--- src/design/mdt_pkg.sv ---
// Shared constants and types for the multimode delay timer
// Overview of operation
// - The timer reset input stops timing, clears the elapsed count and turns the control output off.
// - While the gate input is active the elapsed count holds, and counting resumes on its release.
// - When the elapsed count reaches the preset the control output switches as the selected mode defines.
// - In one-shot mode a single output pulse follows each start with a nonzero preset, however long start is held; a zero preset gives no pulse.
// - A zero target (in two-phase mode both phases zero) puts the output at once at its after-preset level, with no delay.
// - In the two-phase mode the total set time is the first phase plus the second phase.
// - Start and timer reset keep working while the gate input is active.
package mdt_pkg;

   // Main clock and the time base derived from it
   localparam int unsigned CLK_HZ       = 25_000_000;
   localparam int unsigned TIME_UNIT_MS = 10;
   localparam int unsigned MS_PER_S     = 1000;
   localparam int unsigned UNIT_CYCLES  = (CLK_HZ / MS_PER_S) * TIME_UNIT_MS;

   // Least pulse width the outside source must give
   localparam int unsigned MIN_PULSE_MS     = 50;
   localparam int unsigned MIN_PULSE_CYCLES = ((CLK_HZ / MS_PER_S) * MIN_PULSE_MS);

   // Width of the preset and phase fields, in time units
   localparam int unsigned PRESET_W = 16;

   // Operating modes
   typedef enum logic [1:0]
   {
      MDT_ON_DELAY  = 2'b00,
      MDT_INTERVAL  = 2'b01,
      MDT_ONE_SHOT  = 2'b10,
      MDT_SUM_DELAY = 2'b11
   } mdt_mode_type;

   // Timing phases
   typedef enum logic [1:0]
   {
      MDT_PH_IDLE   = 2'b00,
      MDT_PH_TIMING = 2'b01,
      MDT_PH_DONE   = 2'b10
   } mdt_phase_type;

endpackage

--- src/design/mdt_tick_if.sv ---
// Time base link between the timer core and its prescaler
`timescale 1ns/10ps
interface mdt_tick_if;
   logic clear;
   logic enable;
   logic tick;

   // Core side drives the prescaler controls
   modport ctl (output clear, output enable, input tick);
   // Prescaler side answers with the tick
   modport pre (input clear, input enable, output tick);
endinterface

--- src/design/mdt_prescaler.sv ---
// Prescaler that turns the main clock into one-cycle time-unit ticks
`timescale 1ns/10ps
module mdt_prescaler
#(
   parameter int unsigned DIV = mdt_pkg::UNIT_CYCLES
)
(
   // Clock and reset
   input  wire logic   sys_clk_in,
   input  wire logic   rst_in,
   // Tick link
   mdt_tick_if.pre     tick_if
);
   import mdt_pkg::*;

   localparam int unsigned CNT_W = (DIV > 1) ? $clog2(DIV) : 1;
   localparam logic [CNT_W-1:0] LAST = CNT_W'(DIV - 1);

   typedef struct packed
   {
      logic [CNT_W-1:0] cnt;
   } mdt_pre_state_type;

   mdt_pre_state_type q;
   mdt_pre_state_type d;

   // Tick only while enabled; a clear restarts the unit so each timing starts on a whole unit
   assign tick_if.tick = tick_if.enable & ~tick_if.clear & (q.cnt == LAST);

   // Next count
   always_comb
   begin
      d = q;
      if (tick_if.clear)
      begin
         d.cnt = '0;
      end
      else if (tick_if.enable)
      begin
         if (q.cnt == LAST)
         begin
            d.cnt = '0;
         end
         else
         begin
            d.cnt = q.cnt + 1'b1;
         end
      end
   end

   // State register
   always_ff @(posedge sys_clk_in)
   begin
      if (rst_in)
      begin
         q <= '0;
      end
      else
      begin
         q <= d;
      end
   end
endmodule

--- src/design/mdt_timer.sv ---
// Multimode delay timer core: start, timer reset and gate inputs, one control output
`timescale 1ns/10ps
module mdt_timer
#(
   parameter int unsigned UNIT_CYCLES = mdt_pkg::UNIT_CYCLES,
   parameter int unsigned PRESET_W    = mdt_pkg::PRESET_W
)
(
   // Clock and reset
   input  wire logic                  sys_clk_in,
   input  wire logic                  rst_in,
   // Contact and sensor inputs
   input  wire logic                  start_in,
   input  wire logic                  timer_reset_in,
   input  wire logic                  gate_in,
   // Dial settings
   input  wire mdt_pkg::mdt_mode_type mode_in,
   input  wire logic [PRESET_W-1:0]   preset_in,
   input  wire logic [PRESET_W-1:0]   preset2_in,
   // Load and status
   output logic                       ctrl_out,
   output logic                       timing_out,
   output logic [PRESET_W:0]          elapsed_out
);
   import mdt_pkg::*;

   typedef struct packed
   {
      mdt_phase_type       phase;
      logic [PRESET_W:0]   elapsed;
      logic                ctrl;
      logic                start_prev;
   } mdt_state_type;

   localparam mdt_state_type RST_STATE = '{phase: MDT_PH_IDLE, elapsed: '0, ctrl: 1'b0, start_prev: 1'b0};

   mdt_state_type       q;
   mdt_state_type       d;
   mdt_tick_if          tick_if ();
   logic                start_edge;
   logic [PRESET_W:0]   target;
   logic [PRESET_W:0]   elapsed_inc;
   logic                level_at_start;
   logic                level_at_done;

   ////////////////////////////////////////////////////////////////////////////////
   // Time base

   mdt_prescaler
   #(
      .DIV        (UNIT_CYCLES)
   )
   u_prescaler
   (
      .sys_clk_in (sys_clk_in),
      .rst_in     (rst_in),
      .tick_if    (tick_if)
   );

   // Clear on every restart; run only while timing and not gated
   assign tick_if.clear  = timer_reset_in | start_edge;
   assign tick_if.enable = (q.phase == MDT_PH_TIMING) & ~gate_in;

   ////////////////////////////////////////////////////////////////////////////////
   // Decode of settings

   // Edge detect so a held start counts once
   assign start_edge  = start_in & ~q.start_prev;
   assign elapsed_inc = q.elapsed + 1'b1;

   // Target time: two-phase mode adds both phases, carry kept in the extra bit
   always_comb
   begin
      if (mode_in == MDT_SUM_DELAY)
      begin
         target = {1'b0, preset_in} + {1'b0, preset2_in};
      end
      else
      begin
         target = {1'b0, preset_in};
      end
   end

   // Output level while timing and after the preset is reached
   always_comb
   begin
      level_at_start = 1'b0;
      level_at_done  = 1'b0;
      unique case (mode_in)
         MDT_ON_DELAY:  level_at_done  = 1'b1;
         MDT_INTERVAL:  level_at_start = 1'b1;
         MDT_ONE_SHOT:  level_at_start = 1'b1;
         MDT_SUM_DELAY: level_at_done  = 1'b1;
      endcase
   end

   ////////////////////////////////////////////////////////////////////////////////
   // Sequencing

   // Timer reset beats start; start beats a tick in the same cycle
   always_comb
   begin
      d            = q;
      d.start_prev = start_in;
      if (timer_reset_in)
      begin
         d.phase   = MDT_PH_IDLE;
         d.elapsed = '0;
         d.ctrl    = 1'b0;
      end
      else if (start_edge)
      begin
         d.elapsed = '0;
         if (target == '0)
         begin
            d.phase = MDT_PH_DONE;
            d.ctrl  = level_at_done;
         end
         else
         begin
            d.phase = MDT_PH_TIMING;
            d.ctrl  = level_at_start;
         end
      end
      else if ((q.phase == MDT_PH_TIMING) && tick_if.tick)
      begin
         if (elapsed_inc >= target)
         begin
            d.phase   = MDT_PH_DONE;
            d.elapsed = target;
            d.ctrl    = level_at_done;
         end
         else
         begin
            d.elapsed = elapsed_inc;
         end
      end
   end

   // State register
   always_ff @(posedge sys_clk_in)
   begin
      if (rst_in)
      begin
         q <= RST_STATE;
      end
      else
      begin
         q <= d;
      end
   end

   // Outputs straight from the state flip-flops
   assign ctrl_out    = q.ctrl;
   assign timing_out  = (q.phase == MDT_PH_TIMING);
   assign elapsed_out = q.elapsed;
endmodule

--- config.mk ---
export PLATFORM = sky130hd
export DESIGN_NAME = mdt_timer
export DESIGN_NICKNAME = d
export VERILOG_FILES = /design/src/design/mdt_pkg.sv /design/src/design/mdt_tick_if.sv /design/src/design/mdt_prescaler.sv /design/src/design/mdt_timer.sv
export SDC_FILE = /design/constraint.sdc
export NUM_CORES = 1
export LEC_CHECK = 0
export BUFFER_PORTS_ARGS = -buffer_cell sky130_fd_sc_hd__buf_4
export CAP_MARGIN = 10
export CORE_ASPECT_RATIO = 1.25
export CORE_UTILIZATION = 59
export CTS_CLUSTER_DIAMETER = 150
export DETAILED_ROUTE_END_ITERATION = 10
export HOLD_SLACK_MARGIN = 0.03
export PLACE_DENSITY = 0.82
export SLEW_MARGIN = 10
export SYNTH_ARGS = -nofsm -noshare
export SYNTH_HDL_FRONTEND = slang
export SYNTH_HIERARCHICAL = 1
export SYNTH_SLANG_ARGS = --single-unit
--- constraint.sdc ---
create_clock -name sys_clk_in -period 6.1 [get_ports sys_clk_in]
set_input_delay 1.22 -clock sys_clk_in [delete_from_list [all_inputs] [get_ports sys_clk_in]]
set_output_delay 1.22 -clock sys_clk_in [all_outputs]
set_load 0.005 [all_outputs]
[Yosys cells after proc, flatten, opt, wreduce, memory -nomap -nowiden]
Index checks and enable logic that the tools add are counted.
Word-level totals
  register bits: 39
  memories: 0
  output and inout port bits: 19
  memory bits (read-only): 0
  input bits: 39
  bits in writable memories: 0
  latch bits: 0
Cells by class
  mux-type cells: 11
  shift operators: 0
  reduce and logical (&&, ||, !) cells: 11
  magnitude comparators: 1
  multiply operators: 0
  add/subtract/negate cells: 3
  bitwise operators: 8
  equal/unequal tests: 5
  divide/modulo/power cells: 0
Operator list (number)
  2-to-1 mux 20 bit: 2
  2-to-1 mux 17 bit: 2
  adder 18 x 1 -> 18 bit, second input constant: 1
  == test 18 bit, second input constant: 1
  2-to-1 mux 18 bit: 1
  adder 16 x 16 -> 17 bit: 1
  adder 17 x 1 -> 17 bit, second input constant: 1
  >= comparator 17 bit: 1
  zero test 17 bit: 1
  OR reduction 2 bit: 4
  AND 1 bit: 4
  == test 2 x 1 -> 1 bit, second input constant: 2
  == test 2 bit, second input constant: 2
  2-to-1 mux 1 bit: 4
  2-to-1 mux 2 bit: 2
  nonzero test 2 bit: 2
  NOT 1 bit: 3
  OR reduction 3 bit: 1
  zero test 2 bit: 1
  AND reduction 2 bit: 1
  logical AND 1 bit: 1
  OR 1 bit: 1

[Longest topological paths before layout]
  word-level depth: 9
  gate-level depth with buffers: 19

[Modules after synthesis]
The synthesis kept the hierarchy.
By module, submodules not included
  mdt_timer: times used 1, area each 3104.2 um2, seq. area each 420.4 um2, cells an instance 413
  mdt_prescaler: times used 1, area each 898.4 um2, seq. area each 360.3 um2, cells an instance 99

[Least setup slack after synthesis]
Ideal clock, no wire load.
  kind: input-to-reg
  from: input port preset_in[2]
  to: register q, in the netlist elapsed_out[0]
  stages: 16
  required time: 5968 ps
  data arrival time: 4772 ps
  path slack: 1196 ps
  setup time: 132 ps
  path through: ha_1 > o21a_2 > a2111oi_4 > or3_4 > a211oi_2 > or4_4 > nand3_2 > inv_2 > ha_1 > a2111oi_0 > nand2_1 > o31a_1 > clkbuf_1 > clkbuf_1 > a31oi_1 > a21oi_1
Between the ends
  word-level cells in the longest chain between the ends: 4
Ends and longest elaborated chain
  start, declared: RTL line mdt_timer.sv:18  | input wire logic [PRESET_W-1:0] preset_in,
  adder 16 x 16 -> 17 bit: RTL line mdt_timer.sv:76  | target = {1'b0, preset_in} + {1'b0, preset2_in};
  2-to-1 mux 17 bit (*): RTL line mdt_timer.sv:74  | if (mode_in == MDT_SUM_DELAY)
  >= comparator 17 bit (*): RTL line mdt_timer.sv:127  | if (elapsed_inc >= target)
  2-to-1 mux 17 bit (*): RTL line mdt_timer.sv:127
  end signal, assigned: RTL line mdt_timer.sv:145  | q <= RST_STATE;
  end signal, assigned: RTL line mdt_timer.sv:149  | q <= d;
  end, declared: RTL line mdt_timer.sv:37  | mdt_state_type q;
Mark *: on every way between the ends. The rest lies on a longest branch, timed or not.
A chain may end at the register's enable or synchronous reset.

[Final worst setup path]
  from: input port preset_in[2]
  to: register q, in the netlist elapsed_out[5]
Between the ends
  word-level cells in the longest chain between the ends: 4
Ends and longest elaborated chain (RTL line)
  adder 16 x 16 -> 17 bit: mdt_timer.sv:76
  2-to-1 mux 17 bit (*): mdt_timer.sv:74
  >= comparator 17 bit: mdt_timer.sv:127
  2-to-1 mux 17 bit (*): mdt_timer.sv:127
Marks and branches as above.

==> flow_summary_export.csv <==
group,metric,value,unit
status,status,"completed",
timing,hold_viol,0,
worst_hold_path,hold-path-endpoint,"q[19]",
timing,slew_viol_final,0,
timing,fin_setup_tns,0,ps
logic_synthesis,ys_ff_latch,39,
clock_network,htreeDepth,2,
setup_path,cp-end-kind,"flip-flop",
logic_synthesis,synthesis.nets,588,
cells_and_area,nets,615,
setup_path,crit_type,"input pin to flip-flop",
logic_synthesis,syn_avg_cell_area,7.82,µm²
grt,grt_util_all_layers,27.6,%
timing,slew_headroom,49.0,%
clock_network,clock_sinks,39,
floorplan,fp.dieW,75.7,µm
placement,dp_hpwl,7340,µm
setup_path,crit_fanout,27,
cells_and_area,final_cell_mix,"buf_4 (58), nand2_1 (42), nor2_1 (41)",
logic_synthesis,synth-simple-area-share,29.5,%
cells_and_area,syn2layout_area_growth,11.4,%
timing,fin_worst_skew,7.37,ps
timing,min_period,5100,ps
job,maxCapViolCount,0,
setup_path,rr_worst_depth,14,
worst_hold_path,hp-start,"q[19]",
logic_synthesis,synthXorXnorAreaFrac,6.56,%
power,leakage,1.77,nW
logic_synthesis,ys_async_sr_fraction,0,%
setup_path,crit_arrival,5260,ps
drt,antenna_left,0,
timing,setup_violations,0,
floorplan,start_util,61.0,%
setup_path,crit_path_start_kind,"input pin",
logic_synthesis,netlist_area,4000,µm²
setup_path,required,6260,ps
drt,num_vias,3923,
drt,viasPerCell,6.26,
logic_synthesis,synth-adder-area-share,11.8,%
cells_and_area,utilization,67.9,%
setup_path,cp_slowest_cell,"a2111oi_0",
grt,antenna_found_initial,0,
clock_network,hold_buffers,0,
floorplan,boundaryPins,58,
setup_path,rr_endpoint,"elapsed_out[5]",
power,ir_drop,0.281,mV
drt,wirelength,9510,µm
setup_path,cpLargestDelayFamily,"compound AO/OA/AOI/OAI gates",
clock_network,cts_made_buffers,5,
timing,max_freq,0.196,GHz
timing,tightest_slew,764,ps
power,powerDensity,147,nW/µm²
logic_synthesis,seq_area_frac_synth,19.5,%
logic_synthesis,ys.flop_type,"dfxtp_1",
clock_network,post_cts_resized,0,
setup_path,timing.rr.start,"elapsed_out[0]",
setup_path,path_buf_inv,3,
logic_synthesis,syn_inst,512,
grt,grt_pass1_vias,3655,
floorplan,fp.dieArea,7120,µm²
drt,drcViolationCount,0,
logic_synthesis,synth_edf_count,0,
drt,post_drt_wl_per_cell,15.2,µm
clock_network,clockRootBuffer,"clkbuf_8",
floorplan,core,6570,µm²
grt,overflow,0,
timing,rsz0062_at_grt,"no",
timing,period_share,83.6,%
cells_and_area,layout-drive-gt1-share,16.7,%
worst_hold_path,hold_depth,2,
setup_path,cpMostUsedCell,"ha_1",
floorplan,die-height,94.1,µm
floorplan,rows,33,
placement,portBuffers,57,
logic_synthesis,synthMuxAreaShare,2.00,%
drt,drt-pass1-iter-count,4,
logic_synthesis,synth_top_family_by_area,"simple AND/OR/NAND/NOR gates",
clock_network,cts_tree,"yes",
logic_synthesis,yosys_warnings,6,
worst_hold_path,hold_class,"flip-flop to flip-flop",
setup_path,r2r_slack,2150,ps
setup_path,slowest_delay,580,ps
grt,grt_max_degree,35,
clock_network,post_cts_buffers,0,
grt,grt_pass1_wl,15500,µm
logic_synthesis,ys_types,77,
cells_and_area,antennaDiodeCount,0,
placement,routabilityCongestion,0.877,
drt,drtIter0Drc,210,
logic_synthesis,synth_compound_area_share,23.8,%
clock_network,cts.clk_slew.worst_paths,80,ps
clock_network,clock_latency,300,ps
setup_path,cp_cell_sequence,"buf_4 > ha_1 > o21a_2 > a2111oi_4 > or3_4 > a211oi_2 > or4_4 > nand3_2 > inv_2 > ha_1 > a2111oi_0 > nand2_1 > o31a_1 > buf_12 > a21o_1 > a32oi_1 > nor2_1",
cells_and_area,final_common_cell,"buf_4",
clock_network,clock_path_buffers,2,
==> layout make-up <==
cell class | instances | area, µm²
clock buffers | 5 | 68.8
multi-input cells | 420 | 2950
inverters | 14 | 52.6
well taps | 87 | 109
flip-flops and latches | 39 | 781
fillers | 567 | 2110
repair buffers | 59 | 455
clock inverters | 3 | 43.8
==> cells by family after synthesis <==
| group | Yosys count |
|---|---|
| DFF | 39 |
| adders and majority gates | 37 |
| and+or+nand+nor | 213 |
| AOI/OAI and AO/OA | 132 |
| xor gates and xnor gates | 30 |
| buffers and inverters | 53 |
| muxes | 8 |
==> how the worst max path moves through the flow <==
stage / startpoint / to / cells after the start
finish: preset_in[2] / elapsed_out[5] / 17
CTS: preset_in[2] / elapsed_out[4] / 17
global route: preset_in[2] / elapsed_out[2] / 17
global placement: preset_in[2] / elapsed_out[5] / 17
detailed placement: preset_in[2] / elapsed_out[4] / 17
floorplan: preset_in[2] / elapsed_out[0] / 16
==> where the power goes <==
group          switching [mW]  total (mW)  internal, mW
registers            0.000582       0.256         0.255
logic                   0.101       0.181        0.0797
clock network          0.0960       0.218         0.122
==> per-layer routing <==
layer / up-vias / global-route usage, % / share of wire [%] / wire, µm
met5: - / 0 / 0 / 0
met4: 0 / 11.1 / 1.9 / 176
met3: 18 / 2.79 / 4.1 / 393
met2: 102 / 49.9 / 50 / 4800
met1: 1859 / 32.1 / 44 / 4140
li1: 1944 / - / - / -
==> cell usage after synthesis (4+ instances only) <==
| cell | n | area [µm²] |
|---|---|---|
| nor2_1 | 41 | 154 |
| xnor2_1 | 17 | 149 |
| buf_2 | 6 | 30.0 |
| nand2b_1 | 10 | 62.6 |
| a32oi_1 | 4 | 35.0 |
| nor4_1 | 4 | 25.0 |
| clkbuf_1 | 13 | 48.8 |
| xor2_1 | 13 | 114 |
| and3_1 | 11 | 68.8 |
| a211oi_1 | 6 | 45.0 |
| o211ai_1 | 11 | 82.6 |
| a21o_1 | 11 | 82.6 |
| buf_4 | 18 | 135 |
| nand3_1 | 26 | 130 |
| nand2_1 | 42 | 158 |
| o21a_1 | 5 | 37.5 |
| mux2i_1 | 8 | 80.1 |
| a21oi_1 | 26 | 130 |
| o21ai_0 | 24 | 120 |
| inv_1 | 13 | 48.8 |
| a22oi_1 | 5 | 37.5 |
| a31oi_1 | 7 | 43.8 |
| nor3_1 | 9 | 45.0 |
| nand4_1 | 15 | 93.8 |
| ha_1 | 36 | 450 |
| nor2b_1 | 19 | 119 |
| dfxtp_1 | 39 | 781 |
==> worst reg2reg max path: stages, from the launching register on <==
cell and delay (ps):
dfxtp_1 440, ha_1 270, and3_1 300, nand3_1 150, nor3_1 360, nand2_1 120
xnor2_1 210, ha_1 280, a2111oi_0 550, nand2_1 110, o31a_1 410, buf_12 230
a21o_1 160, a32oi_1 180, nor2_1 60
==> state kept, by name, indices dropped and copies added, names as in the netlist <==
name           flops
u_prescaler/q     18
q                  3
elapsed_out       17
ctrl_out           1
==> through the flow <==
| stage | cells | cell area, µm² | hold slack, ps | worst slack (ps) | total power, mW |
|---|---|---|---|---|---|
| 3_3_place_gp | 619 | 4350 | 436 | 875 | 0.435 |
| 6_report | 627 | 4460 | 466 | 998 | 0.654 |
| 4_1_cts | 627 | 4460 | 469 | 1070 | 0.659 |
| 5_1_grt | 627 | 4460 | 480 | 738 | 0.687 |
| 2_1_floorplan | 512 | 4000 | 430 | 1200 | 0.388 |
| 3_5_place_dp | 619 | 4350 | 458 | 764 | 0.439 |
(Power assumes the default switching activity.)
